$ cat src/hdl/vlsms_pkg.sv
package vlsms_pkg;

  // ********************************************************************
  // Register map.
  // ********************************************************************
  localparam logic [7:0] ADDR_FULL_EN = 8'hCF;
  localparam logic [7:0] ADDR_LINE_BASE = 8'hD0;
  localparam logic [7:0] ADDR_LINE_LAST = 8'hFB;
  localparam logic [7:0] ADDR_FULL_MODE = 8'hFC;

  // ********************************************************************
  // Reset values.
  // ********************************************************************
  localparam logic [7:0] RST_FULL_MODE = 8'h7F;
  localparam logic [7:0] RST_LINE_FIRST = 8'h00;
  localparam logic [7:0] RST_LINE = 8'hFF;
  localparam logic RST_FULL_EN = 1'b0;
  localparam logic [7:0] CFG_USE_FULL = 8'hFF;

  // ********************************************************************
  // Line coverage of the per-line table.
  // ********************************************************************
  localparam logic [9:0] LINE_FIRST = 10'h006;
  localparam logic [9:0] LINE_LAST = 10'h01B;
  localparam int NUM_LINE_CFG = 44;

  // ********************************************************************
  // Field positions of a configuration byte.
  // ********************************************************************
  localparam int BIT_FILTER = 7;
  localparam int BIT_ROUTE = 6;
  localparam int BIT_ERR_GATE = 5;
  localparam int BIT_ECC = 4;
  localparam int BIT_FULL_EN = 0;

  // ********************************************************************
  // Slicing standard codes.
  // ********************************************************************
  localparam logic [3:0] STD_WST_SECAM = 4'h0;
  localparam logic [3:0] STD_WST_PAL_B = 4'h1;
  localparam logic [3:0] STD_WST_PAL_C = 4'h2;
  localparam logic [3:0] STD_WST_NTSC = 4'h3;
  localparam logic [3:0] STD_NABTS_NTSC = 4'h4;
  localparam logic [3:0] STD_JAPAN_TELETEXT = 4'h5;
  localparam logic [3:0] STD_CC_PAL = 4'h6;
  localparam logic [3:0] STD_CC_NTSC = 4'h7;
  localparam logic [3:0] STD_WSS_PAL = 4'h8;
  localparam logic [3:0] STD_WSS_NTSC = 4'h9;
  localparam logic [3:0] STD_VITC_PAL = 4'hA;
  localparam logic [3:0] STD_VITC_NTSC = 4'hB;
  localparam logic [3:0] STD_VPS_PAL = 4'hC;
  localparam logic [3:0] STD_CUSTOM_1 = 4'hD;
  localparam logic [3:0] STD_CUSTOM_2 = 4'hE;
  localparam logic [3:0] STD_OFF = 4'hF;

endpackage : vlsms_pkg

$ cat src/hdl/vlsms_decode.sv
`timescale 1ns/1ns

module vlsms_decode
  import vlsms_pkg::*;
(
  // Configuration byte in force for the line.
  input wire logic [7:0] cfg,
  // Decoded controls.
  output logic active,
  output logic [3:0] code,
  output logic teletext,
  output logic caption,
  output logic null_filter_en,
  output logic data_filter_en,
  output logic to_fifo,
  output logic to_regs,
  output logic block_errored,
  output logic ecc_en
);

  // Splits a configuration byte into the controls of the slicing engines.
  always_comb begin
    code = cfg[3:0];
    active = (cfg[3:0] != STD_OFF);
    teletext = (cfg[3:0] <= STD_JAPAN_TELETEXT);
    caption = (cfg[3:0] == STD_CC_PAL) || (cfg[3:0] == STD_CC_NTSC);
    null_filter_en = caption && cfg[BIT_FILTER];
    data_filter_en = teletext && cfg[BIT_FILTER];
    to_fifo = active && cfg[BIT_ROUTE];
    to_regs = active && !(teletext && cfg[BIT_ROUTE]);
    block_errored = cfg[BIT_ERR_GATE];
    ecc_en = cfg[BIT_ECC];
  end

endmodule : vlsms_decode

$ cat src/hdl/vlsms_top.sv
`timescale 1ns/1ns
// What this block does
// - Caption lines drop null bytes when filter set.
// - Teletext lines use data filter when set.
// - Routing bit picks registers, both, or FIFO.
// - Error-gate bit keeps errored data from FIFO.
// - Correction bit enables error detection and correction.
// - Codes zero to five select teletext kinds.
// - Codes six to nine select caption, WSS.
// - Codes ten to fourteen select VITC, VPS, custom.
// - Code fifteen means no slicing, the default.
// - Only all-ones line byte uses full-field mode.
// - Full-field register uses same byte layout.
// - Other line bytes override the full-field register.
// - Full-field register resets to 7Fh.
// - Full-field enable covers non-blanking and all-ones lines.
// - Line bytes for 6..27 both fields, reset values.

module vlsms_top
  import vlsms_pkg::*;
(
  // Clock and reset.
  input wire logic mclk,
  input wire logic rst_n,
  // Register port.
  input wire logic [7:0] reg_addr,
  input wire logic [7:0] reg_wdata,
  input wire logic reg_write,
  input wire logic reg_read,
  output logic [7:0] reg_rdata,
  // Video timing from the decoder core.
  input wire logic line_start,
  input wire logic [9:0] line_number,
  input wire logic field_id,
  // Controls for the slicing engines.
  output logic slice_active,
  output logic [3:0] slice_code,
  output logic slice_teletext,
  output logic slice_caption,
  output logic null_filter_en,
  output logic data_filter_en,
  output logic send_to_fifo,
  output logic send_to_regs,
  output logic block_errored,
  output logic ecc_en,
  output logic using_full_field
);

  // ********************************************************************
  // State.
  // ********************************************************************
  typedef struct packed {
    logic [NUM_LINE_CFG-1:0][7:0] line_cfg;
    logic [7:0] full_mode;
    logic full_en;
    logic [7:0] rdata;
    logic active;
    logic [3:0] code;
    logic teletext;
    logic caption;
    logic null_filter;
    logic data_filter;
    logic to_fifo;
    logic to_regs;
    logic block_err;
    logic ecc;
    logic use_full;
  } vlsms_state_type;

  vlsms_state_type st;
  vlsms_state_type next_st;
  logic [9:0] line_off;
  logic [5:0] line_idx;
  logic in_vbi;
  logic [7:0] own_cfg;
  logic pick_full;
  logic [7:0] sel_cfg;
  logic [7:0] addr_off;
  logic [5:0] addr_idx;
  logic addr_line;
  logic d_active;
  logic [3:0] d_code;
  logic d_teletext;
  logic d_caption;
  logic d_null_filter;
  logic d_data_filter;
  logic d_to_fifo;
  logic d_to_regs;
  logic d_block_err;
  logic d_ecc;

  // Locates the table entry of the current line and chooses its configuration.
  always_comb begin
    line_off = line_number - LINE_FIRST;
    line_idx = {line_off[4:0], field_id};
    in_vbi = (line_number >= LINE_FIRST) && (line_number <= LINE_LAST);
    own_cfg = in_vbi ? st.line_cfg[line_idx] : CFG_USE_FULL;
    pick_full = (own_cfg == CFG_USE_FULL);
    if (pick_full) begin
      sel_cfg = st.full_en ? st.full_mode : CFG_USE_FULL;
    end else begin
      sel_cfg = own_cfg;
    end
    addr_off = reg_addr - ADDR_LINE_BASE;
    addr_idx = addr_off[5:0];
    addr_line = (reg_addr >= ADDR_LINE_BASE) && (reg_addr <= ADDR_LINE_LAST);
  end

  // Decodes the chosen byte into engine controls.
  vlsms_decode u_decode (
    .cfg(sel_cfg),
    .active(d_active),
    .code(d_code),
    .teletext(d_teletext),
    .caption(d_caption),
    .null_filter_en(d_null_filter),
    .data_filter_en(d_data_filter),
    .to_fifo(d_to_fifo),
    .to_regs(d_to_regs),
    .block_errored(d_block_err),
    .ecc_en(d_ecc)
  );

  // Handles register access and updates the line controls at line start.
  always_comb begin
    next_st = st;
    if (reg_write) begin
      if (addr_line) begin
        next_st.line_cfg[addr_idx] = reg_wdata;
      end else if (reg_addr == ADDR_FULL_MODE) begin
        next_st.full_mode = reg_wdata;
      end else if (reg_addr == ADDR_FULL_EN) begin
        next_st.full_en = reg_wdata[BIT_FULL_EN];
      end
    end
    if (reg_read) begin
      if (addr_line) begin
        next_st.rdata = st.line_cfg[addr_idx];
      end else if (reg_addr == ADDR_FULL_MODE) begin
        next_st.rdata = st.full_mode;
      end else if (reg_addr == ADDR_FULL_EN) begin
        next_st.rdata = {7'h00, st.full_en};
      end else begin
        next_st.rdata = 8'h00;
      end
    end
    if (line_start) begin
      next_st.active = d_active;
      next_st.code = d_code;
      next_st.teletext = d_teletext;
      next_st.caption = d_caption;
      next_st.null_filter = d_null_filter;
      next_st.data_filter = d_data_filter;
      next_st.to_fifo = d_to_fifo;
      next_st.to_regs = d_to_regs;
      next_st.block_err = d_block_err;
      next_st.ecc = d_ecc;
      next_st.use_full = pick_full && st.full_en;
    end
  end

  // Registers the state; reset loads the documented defaults.
  always_ff @(posedge mclk) begin
    if (!rst_n) begin
      st <= '0;
      for (int i = 0; i < NUM_LINE_CFG; i++) begin
        st.line_cfg[i] <= (i == 0) ? RST_LINE_FIRST : RST_LINE;
      end
      st.full_mode <= RST_FULL_MODE;
      st.full_en <= RST_FULL_EN;
      st.code <= STD_OFF;
    end else begin
      st <= next_st;
    end
  end

  // Outputs come straight from the state flops.
  assign reg_rdata = st.rdata;
  assign slice_active = st.active;
  assign slice_code = st.code;
  assign slice_teletext = st.teletext;
  assign slice_caption = st.caption;
  assign null_filter_en = st.null_filter;
  assign data_filter_en = st.data_filter;
  assign send_to_fifo = st.to_fifo;
  assign send_to_regs = st.to_regs;
  assign block_errored = st.block_err;
  assign ecc_en = st.ecc;
  assign using_full_field = st.use_full;
endmodule : vlsms_top

$ cat config.mk
export PLATFORM = sky130hd
export DESIGN_NAME = vlsms_top
export DESIGN_NICKNAME = d
export VERILOG_FILES = /design/src/hdl/vlsms_pkg.sv /design/src/hdl/vlsms_decode.sv /design/src/hdl/vlsms_top.sv
export SDC_FILE = /design/constraint.sdc
export NUM_CORES = 1
export LEC_CHECK = 0
export BUFFER_PORTS_ARGS = -buffer_cell sky130_fd_sc_hd__buf_4
export CAP_MARGIN = 20
export CORE_UTILIZATION = 63
export DETAILED_ROUTE_END_ITERATION = 10
export GPL_TIMING_DRIVEN = 1
export PLACE_DENSITY = 0.87
export SLEW_MARGIN = 20
export SYNTH_ARGS = -nofsm -noshare
export SYNTH_HDL_FRONTEND = slang
export SYNTH_SLANG_ARGS = --single-unit
$ cat constraint.sdc
create_clock -name mclk -period 3.9 [get_ports mclk]
set_clock_uncertainty 0.1 [all_clocks]
set_input_delay 0.975 -clock mclk [delete_from_list [all_inputs] [get_ports mclk]]
set_output_delay 0.975 -clock mclk [all_outputs]
set_load 0.01 [all_outputs]
==> impl_metrics.prom <==
# TYPE chip_impl_metric gauge
chip_impl_metric{name="ctsHoldBuffers",unit=""} 0
chip_impl_metric{name="timing.max_slew.rel_slack",unit="%"} 33.36
chip_impl_metric{name="number_of_antenna_violations_at_the_first_check_in_global_routing",unit=""} 2
chip_impl_metric{name="pre_cts_ws",unit="ps"} -85.26
chip_impl_metric{name="synth_seq_cells",unit=""} 383
chip_impl_metric{name="final_net_count",unit=""} 2523
chip_impl_metric{name="crit_fanout",unit=""} 9
chip_impl_metric{name="placed_cell_area",unit="um^2"} 21540
chip_impl_metric{name="port-buffer-count",unit=""} 53
chip_impl_metric{name="synthesis.yosys.warnings",unit=""} 0
chip_impl_info{name="outcome",value="completed"} 1
chip_impl_metric{name="synthCells",unit=""} 2468
chip_impl_info{name="final_cell_mix",value="nand2_1 (650), nand3_1 (512), dfxtp_1 (383)"} 1
chip_impl_info{name="rsz_0062_raised_after_global_routing",value="no"} 1
chip_impl_metric{name="post_drt_via_cell_ratio",unit=""} 7.188
chip_impl_metric{name="cp_data_arrival_time",unit="ps"} 3850
chip_impl_metric{name="cts.repair.resized",unit=""} 0
chip_impl_metric{name="met1_length",unit="um"} 28280
chip_impl_metric{name="finish_stage_setup_viols",unit=""} 0
chip_impl_metric{name="fmax",unit="MHz"} 286.0
chip_impl_metric{name="routed_wl",unit="um"} 80710
chip_impl_metric{name="drc",unit=""} 0
chip_impl_info{name="worstPathCellList",value="buf_4 > ha_1 > nor2b_2 > buf_4 > a211oi_1 > a22oi_1 > a22o_2 > nand4_2 > nor4_1 > nor2_1 > o311a_1"} 1
chip_impl_metric{name="number_of_clock_sinks",unit=""} 383
chip_impl_metric{name="grt_pass1_wl",unit="um"} 120200
chip_impl_metric{name="htree_num_levels",unit=""} 2
chip_impl_metric{name="yosysSeqAreaShare",unit="%"} 37.58
chip_impl_metric{name="min_period",unit="ps"} 3496
chip_impl_metric{name="async_flop_share",unit="%"} 0
chip_impl_metric{name="grt_pass1_vias",unit=""} 19218
chip_impl_metric{name="routed_wire_length_per_instance",unit="um"} 27.72
chip_impl_metric{name="dr_wl_met2",unit="um"} 34850
chip_impl_metric{name="worstPathBufferInverterCount",unit=""} 2
chip_impl_metric{name="tightest_slew",unit="ps"} 997.6
chip_impl_info{name="cts.root.buffer_cell",value="clkbuf_16"} 1
chip_impl_metric{name="ios",unit=""} 54
chip_impl_metric{name="postLayoutCellArea",unit="um^2"} 22850
chip_impl_metric{name="hpwl",unit="um"} 55700
chip_impl_metric{name="grt_start_max_net_pins",unit=""} 137
chip_impl_metric{name="syn-mean-instance-area",unit="um^2"} 8.267
chip_impl_metric{name="met3_length",unit="um"} 11530
chip_impl_info{name="timing.critical_path.to_type",value="flop"} 1
chip_impl_info{name="worst_path_most_repeated_cell",value="buf_4"} 1
chip_impl_metric{name="cts.clk_slew.worst_paths",unit="ps"} 70
chip_impl_metric{name="netlist_area",unit="um^2"} 20400
chip_impl_metric{name="irDropWorstVdd",unit="V"} 0.0003574
chip_impl_metric{name="drive_gt1_share",unit="%"} 16.83
chip_impl_metric{name="p_leak",unit="nW"} 9.915
chip_impl_info{name="worst_setup_path_start_kind",value="input port"} 1
chip_impl_metric{name="synth_enable_flop_cells",unit=""} 0
chip_impl_metric{name="final.setup.tns",unit="ps"} 0
chip_impl_metric{name="postCtsSetupBuffers",unit=""} 0
chip_impl_metric{name="worst_slack",unit="ps"} 403.6
chip_impl_metric{name="floorplan_die_area",unit="um^2"} 33110
chip_impl_metric{name="dr.first_iter.drc_count",unit=""} 3327
chip_impl_metric{name="placement_rows",unit=""} 65
chip_impl_metric{name="critPathMaxStageDelay",unit="ps"} 520
chip_impl_metric{name="nFillCells",unit=""} 2397
chip_impl_metric{name="yosys.cell_types.count",unit=""} 83
chip_impl_metric{name="drtAntennaViolNets",unit=""} 0
chip_impl_metric{name="die_h",unit="um"} 182.0
chip_impl_metric{name="regArea",unit="um^2"} 7667
chip_impl_info{name="highest_layer",value="met5"} 1
chip_impl_metric{name="multiInputGateArea",unit="um^2"} 11620
chip_impl_metric{name="grt.overflow.total",unit=""} 0
chip_impl_metric{name="numPlacedInstances",unit=""} 2844
chip_impl_info{name="layout.cells.most_common",value="nand2_1"} 1
chip_impl_info{name="synth_ff_type",value="dfxtp_1"} 1
chip_impl_info{name="criticalPathCategory",value="input port to flop"} 1
chip_impl_metric{name="die_w",unit="um"} 182.0
chip_impl_info{name="worst_path_max_delay_cell",value="ha_1"} 1
chip_impl_metric{name="mappedNetlistNets",unit=""} 2508
chip_impl_metric{name="finalWeightedCongestion",unit=""} 1.024
chip_impl_metric{name="fin_cells",unit=""} 2911
chip_impl_metric{name="post-route-period-util",unit="%"} 89.65
chip_impl_metric{name="final_hold_viol_count",unit=""} 0
chip_impl_metric{name="max_cap_violations",unit=""} 0
chip_impl_metric{name="start_util",unit="%"} 64.32
chip_impl_info{name="hp-class",value="flop to flop"} 1
chip_impl_metric{name="grt_usage",unit="%"} 48.26
chip_impl_metric{name="ctsLongestPathBuffers",unit=""} 3
chip_impl_info{name="cts_tree",value="done"} 1
chip_impl_metric{name="slew_violations",unit=""} 0
chip_impl_info{name="critPathTopFamily",value="simple AND/OR/NAND/NOR gates"} 1
chip_impl_metric{name="drt-pass1-iter-count",unit=""} 7
chip_impl_metric{name="placeableCoreArea",unit="um^2"} 31720
chip_impl_metric{name="power_density",unit="nW/um^2"} 387.3
chip_impl_metric{name="areaGrowthSynthToFinish",unit="%"} 11.98
chip_impl_metric{name="cp_data_required_time",unit="ps"} 4260
chip_impl_metric{name="numCtsBuffers",unit=""} 39
chip_impl_metric{name="vias",unit=""} 20923
chip_impl_metric{name="clock_insertion_delay_worst_skew",unit="ps"} 570
## through the flow
| stage | total power [W] | hold slack [ps] | util (%) |
|---|---|---|---|
| after floorplan | 0.004622 | 345.2 | - |
| after global routing | 0.009018 | 399.2 | 72.02 |
| after CTS | 0.008784 | 379.8 | 72.02 |
| after global placement | 0.004983 | 359.1 | 67.90 |
| final | 0.008848 | 377.0 | 72.03 |
| after detailed placement | 0.004992 | 369.8 | 67.90 |
## synthesized netlist by cell type (3+ instances only)
cell	number	area (um^2)
nor3_2	4	40.04
clkbuf_1	139	521.8
a221oi_1	22	192.7
dfxtp_1	383	7667
a31oi_1	19	118.9
a21o_1	3	22.52
a31o_2	3	26.28
o31ai_1	5	37.54
nand2_1	650	2440
mux4_1	6	157.7
buf_4	18	135.1
a221o_1	7	70.07
nand2b_1	5	31.28
nand3b_1	3	22.52
nor2_1	67	251.5
mux2i_1	103	1031
buf_2	31	155.2
nor2b_1	8	50.05
a211oi_1	14	105.1
o211ai_1	24	180.2
mux2_2	50	563.0
buf_12	5	100.1
nand3_1	512	2562
o2111ai_1	3	26.28
inv_1	9	33.78
ha_1	8	100.1
o21ai_0	31	155.2
a311oi_1	6	52.55
and2_1	12	75.07
a22oi_1	45	337.8
buf_1	26	97.59
o22ai_1	11	68.82
nor3_1	7	35.03
nand4_1	6	37.54
and3_1	3	18.77
o21ai_1	5	25.02
xor2_1	3	26.28
buf_6	8	90.09
a22o_1	12	105.1
a21oi_1	57	285.3
mux4_2	80	1802
## report_power, final
group / internal (W) / switching, W / leakage [nW]
Sequential: 0.00393 / 0.0000159 / 3.10
Clock: 0.00228 / 0.00162 / 0.645
Combinational: 0.000343 / 0.000666 / 6.17
Total: 0.00655 / 0.00230 / 9.91
## registers in the layout, indices dropped and copies added, names as in the netlist
signal            count
send_to_regs          1
send_to_fifo          1
null_filter_en        1
data_filter_en        1
block_errored         1
reg_rdata             8
slice_active          1
slice_teletext        1
ecc_en                1
st                  361
slice_caption         1
using_full_field      1
slice_code            4
## cells by family (layout without fill, tap and decap cells)
group / count (synthesis) / after routing / share of synthesized area [%]
AND/OR/NAND/NOR: 1298 / 1298 / 28.16
flip-flops: 383 / 383 / 37.58
AO/OA/AOI/OAI: 297 / 297 / 10.49
multiplexers: 240 / 240 / 17.49
buffers and inverters: 237 / 277 / 5.575
adder cells (fa/ha/maj): 8 / 8 / 0.4906
XOR/XNOR: 5 / 5 / 0.2147
other: 0 / 1 / 0
## worst paths after layout
| check | start | to | slack, ps | cells past startpoint |
|---|---|---|---|---|
| setup / recovery | line_number[2] | send_to_regs | 400 | 11 |
| hold / removal | reg_rdata[0] | reg_rdata[0] | 380 | 2 |
| setup reg to reg | st[255] | send_to_fifo | 980 | 10 |
| hold reg to reg | reg_rdata[0] | reg_rdata[0] | 380 | 2 |
## area by class of cell
class	count	share of cell area, %
diodes	1	0.01095
clock buffers	54	5.099
clock inverters	12	0.6298
inverters	10	0.1643
multi-input cells	1848	50.86
flip-flops and latches	383	33.56
well taps	402	2.202
repair buffers	201	7.475
## worst min-delay path, cell delays in order, from the launching register on
cell	delay [ps]
dfxtp_1	310
nand2b_1	60
a21oi_1	60
## metal layers
layer	track usage, %	vias up
met5	0	-
met4	30.45	2
met3	13.86	434
met2	73.32	1789
met1	60.40	9872
li1	-	8826
Note: power is estimated with default switching activity, not from simulation.
